**src/pcisr_pkg.sv**
```systemverilog
package pcisr_pkg;
   // configuration byte offsets of the registers
   localparam logic [7:0]  CMD_OFS        = 8'h04;
   localparam logic [7:0]  STS_OFS        = 8'h06;
   localparam logic [7:0]  STRAP_OFS      = 8'h49;
   // command register
   localparam logic [15:0] CMD_RST        = 16'h00a0;
   localparam logic [15:0] CMD_WMASK      = 16'h02ff;
   localparam int          CMD_B2B_BIT    = 9;
   // status register fields
   localparam int          STS_FB2B_BIT   = 7;
   localparam int          STS_DEVSEL_LO  = 9;
   localparam int          STS_TABORT_BIT = 11;
   localparam int          STS_MABORT_BIT = 12;
   localparam logic [1:0]  DEVSEL_FAST    = 2'h0;
   localparam logic [1:0]  DEVSEL_MEDIUM  = 2'h1;
   localparam logic [1:0]  DEVSEL_SLOW    = 2'h2;
   localparam logic [15:0] STS_RESERVED   = 16'he17f;
   // strap readback
   localparam int          STRAP_BIT      = 0;
   localparam logic        STRAP_RST      = 1'b0;
endpackage : pcisr_pkg

```
**src/pcisr_regs.sv**
```systemverilog
// Notes on behaviour
// - Command bit 9 set lets the master issue back-to-back cycles to one target, clear forbids it.
// - The command register resets to 00a0h with bit 8 and bits 15 to 10 reserved.
// - Status reads return contents, writes clear bits 12 and 11 written with one and never set a bit.
// - Status bit 7 is read-only and always reads one.
// - Status bits 10:9 are read-only timing, strap low gives 01 and strap high gives 10.
// - The strap level sampled during reset reads back in bit 0 of the strap readback register.
// - Status bit 11 sets whenever a master transaction ends in target-abort.
// - Status bit 12 sets whenever a master transaction ends abnormally in master-abort.
// - Status bits 6 to 0 and bit 8 are reserved with no function.
`timescale 1ns/1ns
module pcisr_regs (
   // clock and reset
   input  wire logic        sys_clk_in,
   input  wire logic        rst_in,
   // configuration access
   input  wire logic        cfg_rd_in,
   input  wire logic        cfg_wr_in,
   input  wire logic [7:0]  cfg_addr_in,
   input  wire logic [1:0]  cfg_be_in,
   input  wire logic [15:0] cfg_wdata_in,
   output logic [15:0]      cfg_rdata_out,
   output logic             cfg_ack_out,
   // strap pin
   input  wire logic        timing_strap_pin_in,
   // master engine events
   input  wire logic        target_abort_in,
   input  wire logic        master_abort_in,
   // controls to the master engine
   output logic             b2b_enable_out,
   output logic [15:0]      command_out
);
   logic [15:0] pci_command_register_ff;
   logic [15:0] nxt_command;
   logic        strap_meta_ff;
   logic        strap_sync_ff;
   logic        strap_readback_register_ff;
   logic        tabort_flag;
   logic        mabort_flag;
   logic [15:0] pci_status_register;
   logic [15:0] byte_mask;
   logic        sts_wr;
   logic [15:0] nxt_rdata;

   assign byte_mask = {{8{cfg_be_in[1]}}, {8{cfg_be_in[0]}}};
   assign sts_wr    = cfg_wr_in && (cfg_addr_in == pcisr_pkg::STS_OFS);

   // strap pin is asynchronous to the bus clock
   always_ff @(posedge sys_clk_in) begin
      strap_meta_ff <= timing_strap_pin_in;
      strap_sync_ff <= strap_meta_ff;
   end

   // keep sampling while reset is held; the last level before release sticks
   always_ff @(posedge sys_clk_in) begin
      if (rst_in) begin
         strap_readback_register_ff <= strap_sync_ff;
      end
   end

   always_comb begin
      nxt_command = pci_command_register_ff;
      if (cfg_wr_in && (cfg_addr_in == pcisr_pkg::CMD_OFS)) begin
         nxt_command = (pci_command_register_ff & ~(byte_mask & pcisr_pkg::CMD_WMASK))
                     | (cfg_wdata_in & byte_mask & pcisr_pkg::CMD_WMASK);
      end
   end

   always_ff @(posedge sys_clk_in) begin
      if (rst_in) begin
         pci_command_register_ff <= pcisr_pkg::CMD_RST;
      end else begin
         pci_command_register_ff <= nxt_command;
      end
   end

   always_ff @(posedge sys_clk_in) begin
      if (rst_in) begin
         b2b_enable_out <= pcisr_pkg::CMD_RST[pcisr_pkg::CMD_B2B_BIT];
         command_out    <= pcisr_pkg::CMD_RST;
      end else begin
         b2b_enable_out <= nxt_command[pcisr_pkg::CMD_B2B_BIT];
         command_out    <= nxt_command;
      end
   end

   // abort flags: clear needs the high byte enabled and a one written
   pcisr_w1c_bit u_tabort (
      .sys_clk_in (sys_clk_in),
      .rst_in     (rst_in),
      .set_in     (target_abort_in),
      .clr_in     (sts_wr && cfg_be_in[1] && cfg_wdata_in[pcisr_pkg::STS_TABORT_BIT]),
      .flag_out   (tabort_flag)
   );

   pcisr_w1c_bit u_mabort (
      .sys_clk_in (sys_clk_in),
      .rst_in     (rst_in),
      .set_in     (master_abort_in),
      .clr_in     (sts_wr && cfg_be_in[1] && cfg_wdata_in[pcisr_pkg::STS_MABORT_BIT]),
      .flag_out   (mabort_flag)
   );

   always_comb begin
      pci_status_register = 16'h0000;
      pci_status_register[pcisr_pkg::STS_FB2B_BIT] = 1'b1;
      pci_status_register[pcisr_pkg::STS_DEVSEL_LO +: 2] =
         strap_readback_register_ff ? pcisr_pkg::DEVSEL_SLOW : pcisr_pkg::DEVSEL_MEDIUM;
      pci_status_register[pcisr_pkg::STS_TABORT_BIT] = tabort_flag;
      pci_status_register[pcisr_pkg::STS_MABORT_BIT] = mabort_flag;
   end

   // unmapped offsets read zero
   always_comb begin
      case (cfg_addr_in)
         pcisr_pkg::CMD_OFS:   nxt_rdata = pci_command_register_ff;
         pcisr_pkg::STS_OFS:   nxt_rdata = pci_status_register;
         pcisr_pkg::STRAP_OFS: nxt_rdata = {15'h0000, strap_readback_register_ff};
         default:              nxt_rdata = 16'h0000;
      endcase
   end

   always_ff @(posedge sys_clk_in) begin
      if (rst_in) begin
         cfg_rdata_out <= 16'h0000;
         cfg_ack_out   <= 1'b0;
      end else begin
         cfg_ack_out <= cfg_rd_in || cfg_wr_in;
         if (cfg_rd_in) begin
            cfg_rdata_out <= nxt_rdata;
         end
      end
   end
endmodule : pcisr_regs

```
**src/pcisr_w1c_bit.sv**
```systemverilog
`timescale 1ns/1ns
// sticky flag: hardware sets it, a one written by software clears it
module pcisr_w1c_bit (
   // clock and reset
   input  wire logic sys_clk_in,
   input  wire logic rst_in,
   // set and clear
   input  wire logic set_in,
   input  wire logic clr_in,
   // flag
   output logic      flag_out
);
   always_ff @(posedge sys_clk_in) begin
      if (rst_in) begin
         flag_out <= 1'b0;
      end else if (set_in) begin
         // a set in the clearing cycle must not be lost
         flag_out <= 1'b1;
      end else if (clr_in) begin
         flag_out <= 1'b0;
      end
   end
endmodule : pcisr_w1c_bit
```
**config.mk**
```make
export PLATFORM = sky130hd
export DESIGN_NAME = pcisr_regs
export DESIGN_NICKNAME = d
export VERILOG_FILES = /design/src/pcisr_pkg.sv /design/src/pcisr_regs.sv /design/src/pcisr_w1c_bit.sv
export SDC_FILE = /design/constraint.sdc
export NUM_CORES = 1
export LEC_CHECK = 0
export ABC_AREA = 1
export BUFFER_PORTS_ARGS = -buffer_cell sky130_fd_sc_hd__buf_2
export CELL_PAD_IN_SITES_DETAIL_PLACEMENT = 0
export CELL_PAD_IN_SITES_GLOBAL_PLACEMENT = 1
export CORE_ASPECT_RATIO = 0.6
export CORE_MARGIN = 2
export CORE_UTILIZATION = 29
export DETAILED_ROUTE_END_ITERATION = 7
export HOLD_SLACK_MARGIN = 0.06
export PLACE_DENSITY_LB_ADDON = 0.1
export SLEW_MARGIN = 0
export SYNTH_ARGS = -nofsm -noshare
export SYNTH_HDL_FRONTEND = slang
export SYNTH_SLANG_ARGS = --single-unit
```
**constraint.sdc**
```tcl
create_clock -name sys_clk_in -period 1.3 [get_ports sys_clk_in]
set_input_delay 0.13 -clock sys_clk_in [delete_from_list [all_inputs] [get_ports sys_clk_in]]
set_output_delay 0.13 -clock sys_clk_in [all_outputs]
set_load 0.1 [all_outputs]
```
==> metrics, run 1 <==
run status finished, final reports clean; CP peak stage delay 450 ps; number of cells on the critical path 1; largest cells by area after synthesis sky130_fd_sc_hd__dfxtp_1 (42%), sky130_fd_sc_hd__nand2_1 (11%), sky130_fd_sc_hd__a21oi_1 (8.1%); FMAX 0.810 GHz; cell taking the most area after synthesis sky130_fd_sc_hd__dfxtp_1; Final Wtd Congestion 0.774; Clock transition at path regs 90 ps; WP data required 1170 ps; final-report setup violation count 0; H-Tree Level Count 1; crit share post-route 95.0%; number of I/O pins 67; startpoint of the lowest-slack register-to-register path strap_readback_register_ff; drt initial violations 45; power per cell area 1130 mW/mm^2; first-pass GRT wire length 4800 microns; TritonCTS Sinks 27; Unique masters post-synth 21; Setup crit end command_out[2]; most common cell after layout, fill and taps aside sky130_fd_sc_hd__buf_2; Cell Rows 18; nets 247; CTS tree built; final setup TNS 0 ps; mux cell area share after synthesis 0%; Floorplan Core Area 0.00410 sq mm; WP data arrival 1100 ps; sort of element at the end of the critical path output port; unrepaired setup endpoints after global routing no; maximum fanout along the worst path 3; R2R cell count 5; CP top delay family buffers and inverters; CP max-delay cell sky130_fd_sc_hd__buf_2; total clock buffers created by CTS 3; GRT Overall Usage 13.4%; count of final hold-check violations 0; number of antenna violations at the first check in global routing 0; max cap viols 0; sequential fraction of the synthesis area 44.8%; Post-Synthesis Mean Instance Area 7.54 sq um; XOR/XNOR share of the synthesized area 0%; worst path cell trace buf_2; antenna-violating nets left 0; number of gates given a new drive strength after cts 0; clock network latency to the later pin of the worst-skew pair 270 ps; CTS Buffer Depth 2; via count of the first global-routing pass 1039; Register-to-Register Setup Slack 420 ps; hold-critical path depth 3; HPWL after detailed placement 2410 microns; number of max-slew violations in the final report 0; Final Hold Slack 96.3 ps; R2R Path End cfg_rdata_out[9]; root buffer selected by CTS sky130_fd_sc_hd__clkbuf_8; total via count after detailed routing 1149; startpoint class of the critical path register; fraction of post-synthesis cell area in the top cell type by area 42.4%; #FFs+latches synth 27; Hold Path Class in -> reg; mapped cell area 0.00123 sq mm; dominant combinational cell family by area after synthesis simple AND/OR/NAND/NOR gates; number of standard cells after synthesis 163; post-synthesis simple-gate area fraction 27.4%; Min Clock Period, post-route 1230 ps; IR drop worst, VDD 0.386 mV; n_diodes 0; total number of yosys warnings 0; area of the die 0.00479 sq mm; maximum number of pins on one net before global-route repair 24; Routed WL 3060 microns; type of the worst setup path reg -> out; adder and majority cell fraction of the synthesized area 0%; share of post-route cells with drive strength above 1 31.5%; number of DRC violations after detailed routing 0; area growth from synthesis to layout 26.5%; Worst Skew 3.73 ps; starting utilization of the core area 30.0%; via count normalized by instance count 4.21; WL/cell 11.2 microns; die width 88.0 microns; grt ovf 0; Vert. Die Dim 54.4 microns; # port buffers 50; P_leak 0.769 nW; post-synthesis compound-gate area fraction 12.9%; count of TritonRoute iterations in the first routing pass 4; leading cell types in the layout, fill and taps excluded sky130_fd_sc_hd__buf_2 (50), sky130_fd_sc_hd__nand2_1 (36), sky130_fd_sc_hd__dfxtp_1 (23); Critical path buffers and inverters 1
cells by family after synthesis:
| logic type | Yosys count |
|---|---|
| other | 1 |
| DFF | 27 |
| AOI/OAI and AO/OA | 31 |
| and+or+nand+nor | 71 |
| buffers and inverters | 33 |
timing repair:
action,CTS,global route
hold buffers,1,0
hold endpoints to repair,1,0
setup buffers,0,0
per-layer routing:
metal,global-route usage [%],part of all wire (%)
met2,20.6,41
met4,3.03,0.62
met1,18.8,52
met5,0,0
met3,4.07,5.8
area by class of cell:
type / instances / area, sq um
fill: 466 / 2540
sequential: 27 / 554
multi-input combinational: 113 / 537
timing repair buffer: 55 / 290
tap: 60 / 75.1
inverter: 14 / 52.6
clock buffer: 4 / 45.0
stage by stage:
step	std cells	total power, mW	util (%)	worst slack [ps]	cell area [sq um]
2_1_floorplan	173	1.25	-	14.0	1270
3_3_place_gp	268	1.30	36.6	128	1500
3_5_place_dp	268	1.30	36.6	92.1	1500
4_1_cts	273	1.78	37.9	50.0	1550
5_1_grt	273	1.84	37.9	26.6	1550
6_report	273	1.76	37.9	65.3	1550
synth_stat cells, drive strengths merged:
master and count:
a21oi 21, buf 16, clkbuf 3, conb 1, dfxtp 26, edfxtp 1, inv 14, nand2 38
nand3 10, nand4 9, nor2 14, o21ai 10
where the power goes:
part	internal, mW	total (mW)	switching (mW)
combinational	0.0656	0.416	0.350
sequential	0.859	0.871	0.0124
clock	0.220	0.474	0.255
worst min path at each step:
stage | from | to | slack [ps]
after floorplan | timing_strap_pin_in | strap_meta_ff | 160
after global placement | timing_strap_pin_in | strap_meta_ff | 230
after detailed placement | timing_strap_pin_in | strap_meta_ff | 240
after CTS | master_abort_in | u_mabort.flag_out | 90
after global routing | master_abort_in | u_mabort.flag_out | 110
final | master_abort_in | u_mabort.flag_out | 100
(Power assumes the default switching activity.)
==> inputs of run 2 (changes only) <==
- ABC_AREA: 1 -> not set
- CORE_UTILIZATION: 29 -> 31
==> run 2 against run 1 <==
Against the previous run:
- die area is 4.4% lower
- critical path depth stayed put
- synthesized cell count is 19% lower
- flip-flop and latch count stayed put
- clock skew is 1.5 ps higher
- global-route usage hardly changed
- fmax is 3.2% higher
- critical path type unchanged
==> metrics, run 2 <==
n_diodes 0; WP data arrival 1070 ps; cell taking the most area after synthesis sky130_fd_sc_hd__dfxtp_1; sort of element at the end of the critical path output port; GRT Overall Usage 13.5%; number of enable-type register cells in the synthesized netlist 1; WL/cell 13.0 microns; antenna-violating nets left 0; sequential fraction of the synthesis area 44.0%; total clock buffers created by CTS 3; number of standard cells after synthesis 132; startpoint class of the critical path register; CTS tree built; die width 86.1 microns; CTS Buffer Depth 2; CP top delay family buffers and inverters; FFs w/ async S/R, synth 0%; R2R Path End cfg_rdata_out[10]; area growth from synthesis to layout 27.7%; count of TritonRoute iterations in the first routing pass 3; HPWL after detailed placement 2250 microns; Min Clock Period, post-route 1200 ps; via count of the first global-routing pass 946; clock network latency to the later pin of the worst-skew pair 270 ps; CP max-delay cell sky130_fd_sc_hd__buf_2; PnR Total Power 1.61 mW; Hold Path Class in -> reg; max cap viols 0; worst slack at placement -20.0 ps; unrepaired setup endpoints after global routing no; WP data required 1170 ps; Routed WL 2990 microns; first-pass GRT wire length 4600 microns; min setup slack post-route 104 ps; most frequent cell after synthesis sky130_fd_sc_hd__dfxtp_1; Final Wtd Congestion 0.711; IR drop worst, VDD 0.355 mV; Unique masters post-synth 29; type of the worst setup path reg -> out; number of max-slew violations in the final report 0; maximum fanout along the worst path 4; leading cell types in the layout, fill and taps excluded sky130_fd_sc_hd__buf_2 (50), sky130_fd_sc_hd__nand2b_1 (22), sky130_fd_sc_hd__dfxtp_2 (13), sky130_fd_sc_hd__dfxtp_1 (13), sky130_fd_sc_hd__conb_1 (11); number of DRC violations after detailed routing 0; total via count after detailed routing 1053; root buffer selected by CTS sky130_fd_sc_hd__clkbuf_8; Clk pwr share 29.5%; Critical path buffers and inverters 1; FMAX 0.836 GHz; grt ovf 0; H-Tree Level Count 1; maximum number of pins on one net before global-route repair 29; fraction of post-synthesis cell area in the top cell type by area 41.6%; startpoint of the lowest-slack register-to-register path cfg_rdata_out[10]; Register-to-Register Setup Slack 380 ps; Cell Rows 17; R2R cell count 2; TritonCTS Sinks 27; via count normalized by instance count 4.58; worst path cell trace buf_2; crit share post-route 92.0%; nets 217; area of the die 0.00458 sq mm; mapped cell area 0.00125 sq mm; Post-Synthesis Mean Instance Area 9.49 sq um; layout filler cell count 397; launch instance of the worst min-delay path cfg_wdata_in[3]; Floorplan Core Area 0.00376 sq mm; number of gates given a new drive strength after cts 0; drt initial violations 22; number of antenna violations at the first check in global routing 0; most common cell after layout, fill and taps aside sky130_fd_sc_hd__buf_2; largest cells by area after synthesis sky130_fd_sc_hd__dfxtp_1 (42%), sky130_fd_sc_hd__nand2b_1 (11%), sky130_fd_sc_hd__mux2i_1 (7.2%); Clock transition at path regs 90 ps; #FFs+latches synth 27; # port buffers 50; share of post-route cells with drive strength above 1 42.1%; run status finished, final reports clean; starting utilization of the core area 33.3%; Vert. Die Dim 53.2 microns; CP peak stage delay 430 ps; final-report setup violation count 0; switching part of the total 30.1%; Synth top cells by count sky130_fd_sc_hd__dfxtp_1 (26), sky130_fd_sc_hd__nand2b_1 (22), sky130_fd_sc_hd__buf_4 (12), sky130_fd_sc_hd__mux2i_1 (9); Worst Skew 5.24 ps; Synth Flop Type sky130_fd_sc_hd__dfxtp_1; internal power of the cells 1.13 mW; P_leak 0.691 nW; power per cell area 1010 mW/mm^2; portion of total power attributed to sequential cells 52.5%; hold-critical path depth 3; net switching power 0.486 mW; count of final hold-check violations 0; number of I/O pins 67; total number of yosys warnings 0; share of total power in combinational logic 17.9%
==> run 2: final cells by class <==
cell class                      instances  area (sq um)  area share, %
Multi-Input combinational cell         95           611           38.2
Sequential cell                        27           567           35.4
Timing Repair Buffer                   57           318           19.9
Tap cell                               47          58.8           3.68
Clock buffer                            4          45.0           2.82
==> run 2: worst max path at each step <==
stage / end / slack [ps] / cells past startpoint / from
floorplan: cfg_rdata_out[10] / 30 / 2 / cfg_rdata_out[10]
CTS: command_out[9] / 90 / 1 / register
finish: command_out[9] / 100 / 1 / register
global placement: cfg_rdata_out[10] / 30 / 5 / cfg_addr_in[6]
detailed placement: cfg_rdata_out[10] / -20 / 5 / cfg_addr_in[6]
global route: b2b_enable_out / 70 / 1 / register
==> run 2: what timing repair did <==
| action | in CTS | in global routing |
|---|---|---|
| buffers inserted | 0 | 0 |
| endpoints found under the hold margin | 1 | 0 |
| endpoints found under the setup margin | 0 | 0 |
| hold buffers | 1 | 0 |
==> run 2: power groups by stage <==
stage | registers [mW] | logic, mW | clock network (mW)
2_1_floorplan | 0.884 | 0.221 | 0
3_3_place_gp | 0.867 | 0.285 | 0
3_5_place_dp | 0.868 | 0.287 | 0
4_1_cts | 0.848 | 0.290 | 0.500
5_1_grt | 0.850 | 0.307 | 0.523
6_report | 0.848 | 0.290 | 0.476
==> run 2: routing by layer <==
layer | wire, microns | up-vias | GRT usage, % | share of wire (%)
met2 | 1250 | 40 | 20.9 | 42
met4 | 14 | 0 | 3.17 | 0.47
met1 | 1500 | 470 | 18.0 | 50
met5 | 0 | - | 0 | 0
met3 | 231 | 2 | 4.68 | 7.7
li1 | - | 541 | - | -
==> run 2: cells by family after synthesis <==
family          count (synthesis)  synth area share (%)
compound gates                 17                  8.69
buf+inv                        20                  10.3
flops                          27                  44.0
mux                             9                  7.19
other cells                     1                 0.299
simple gates                   58                  29.6
==> run 2: metrics by stage <==
step / hold WS (ps) / std cells / area [sq um] / setup TNS, ps / utilization [%]
2_1_floorplan: 158 / 142 / 1310 / 0 / -
3_3_place_gp: 234 / 225 / 1540 / 0 / 41.0
3_5_place_dp: 237 / 225 / 1540 / -40.8 / 41.0
4_1_cts: 97.8 / 230 / 1600 / 0 / 42.5
5_1_grt: 107 / 230 / 1600 / 0 / 42.5
6_report: 106 / 230 / 1600 / 0 / 42.5
==> inputs of run 3 (changes only) <==
- ABC_AREA: not set -> 1
- CORE_MARGIN: 2 -> 3
- CORE_UTILIZATION: 31 -> 29
==> run 3 against run 2 <==
Against the previous run:
- clock skew is 1.3 ps higher
- first-iteration DRC count is 82% higher
- largest cell class is now sequential cells
- critical endpoint is now command_out[1]
- cell area is 3.1% lower
- non-clock buffer count is 2 lower
- die area is 11% higher
==> metrics, run 3 (synthesis gave the netlist of run 1 again) <==
die width 90.0 microns; CP top delay family buffers and inverters; number of max-slew violations in the final report 0; Final Hold Slack 87.5 ps; CP peak stage delay 450 ps; total clock buffers created by CTS 3; startpoint class of the critical path register; sort of element at the end of the critical path output port; grt ovf 0; H-Tree Level Count 1; startpoint of the lowest-slack register-to-register path strap_readback_register_ff; Final Wtd Congestion 0.740; launch instance of the worst min-delay path target_abort_in; max cap viols 0; min setup slack post-route 73.7 ps; area growth from synthesis to layout 26.2%; TritonCTS Sinks 27; maximum number of pins on one net before global-route repair 24; IR drop worst, VDD 0.502 mV; unrepaired setup endpoints after global routing no; CTS tree built; Routed WL 3240 microns; run status finished, final reports clean; Worst Skew 6.55 ps; P_leak 0.769 nW; WP data arrival 1100 ps; clock network latency to the later pin of the worst-skew pair 270 ps; type of the worst setup path reg -> out; via count of the first global-routing pass 1138; maximum fanout along the worst path 3; CP max-delay cell sky130_fd_sc_hd__buf_2; CTS Buffer Depth 2; starting utilization of the core area 31.7%; area of the die 0.00508 sq mm; Vert. Die Dim 56.4 microns; final-report setup violation count 0; HPWL after detailed placement 2510 microns; FMAX 0.815 GHz; WP data required 1170 ps; power per cell area 1140 mW/mm^2; number of I/O pins 67; nets 247; count of final hold-check violations 0; number of gates given a new drive strength after cts 0; crit share post-route 94.3%; n_diodes 0; number of DRC violations after detailed routing 0; Critical path buffers and inverters 1; # port buffers 50; via count normalized by instance count 4.36; share of post-route cells with drive strength above 1 31.5%; worst path cell trace buf_2; GRT Overall Usage 12.8%; count of TritonRoute iterations in the first routing pass 4; Cell Rows 17; number of antenna violations at the first check in global routing 0; first-pass GRT wire length 5240 microns; final setup TNS 0 ps; Floorplan Core Area 0.00387 sq mm; Min Clock Period, post-route 1230 ps; most common cell after layout, fill and taps aside sky130_fd_sc_hd__buf_2; leading cell types in the layout, fill and taps excluded sky130_fd_sc_hd__buf_2 (50), sky130_fd_sc_hd__nand2_1 (36), sky130_fd_sc_hd__dfxtp_1 (23); worst slack at placement 176 ps; Hold Path Class in -> reg; root buffer selected by CTS sky130_fd_sc_hd__clkbuf_8; antenna-violating nets left 0; WL/cell 12.0 microns; Clock transition at path regs 90 ps; drt initial violations 40; total via count after detailed routing 1178
==> run 3: cell types whose count changed in the layout (fill, tap and decap cells not counted), moves of 3 or more <==
cell / before / now
sky130_fd_sc_hd__or3b_2: 3 / 0
sky130_fd_sc_hd__a21oi_1: 8 / 20
sky130_fd_sc_hd__dfxtp_1: 13 / 23
sky130_fd_sc_hd__mux2i_1: 9 / 0
sky130_fd_sc_hd__o21ai_0: 1 / 10
sky130_fd_sc_hd__nand2b_1: 22 / 0
sky130_fd_sc_hd__inv_1: 0 / 14
sky130_fd_sc_hd__nand2_1: 4 / 36
sky130_fd_sc_hd__nor2_1: 8 / 12
sky130_fd_sc_hd__o31ai_1: 3 / 0
sky130_fd_sc_hd__dfxtp_2: 13 / 3
sky130_fd_sc_hd__nand3_1: 2 / 9
==> run 3: per-layer routing <==
metal / vias up / global-route usage (%) / wire (microns)
li1: 608 / - / -
met1: 530 / 17.5 / 1620
met2: 38 / 19.7 / 1400
met3: 2 / 4.28 / 197
met4: 0 / 2.83 / 18
met5: - / 0 / 0
==> run 3: metrics by stage <==
stage	area [sq um]	utilization (%)	instances	power, mW
after global placement	1500	38.6	265	1.30
after CTS	1550	40.0	270	1.79
after detailed placement	1500	38.6	265	1.31
after global routing	1550	40.0	270	1.83
after floorplan	1270	-	173	1.25
final	1550	40.0	270	1.76
==> run 3: path summary, 6_finish.rpt <==
| path | end | slack, ps | cells after the start |
|---|---|---|---|
| worst max register to register | cfg_rdata_out[9] | 420 | 5 |
| worst min-delay path | u_tabort.flag_out | 90 | 3 |
| worst max-delay path | command_out[1] | 70 | 1 |
| worst min register to register | strap_sync_ff | 330 | 0 |
==> run 3: power breakdown <==
group          internal (mW)  total, mW  switching (mW)
logic                 0.0656      0.419           0.353
clock network          0.219      0.474           0.254
registers              0.859      0.870          0.0119
total                   1.14       1.76           0.619
==> run 3: worst reg2reg max path: cells and delay by family, from the launching register on <==
kind / cells / cell delay, ps
buf+inv: 1 / 80
flops: 1 / 440
compound gates: 1 / 130
simple gates: 3 / 170
==> run 3: final cells by class <==
| type | instances | area (sq um) |
|---|---|---|
| clock buffer | 4 | 45.0 |
| fill | 430 | 2320 |
| inverter | 14 | 52.6 |
| multi-input combinational | 113 | 537 |
| sequential | 27 | 554 |
| tap | 57 | 71.3 |
| timing repair buffer | 55 | 290 |
==> run 3: what timing repair did <==
item,CTS,global route
setup buffers,0,0
endpoints found under the hold margin,1,0
hold buffers,1,0
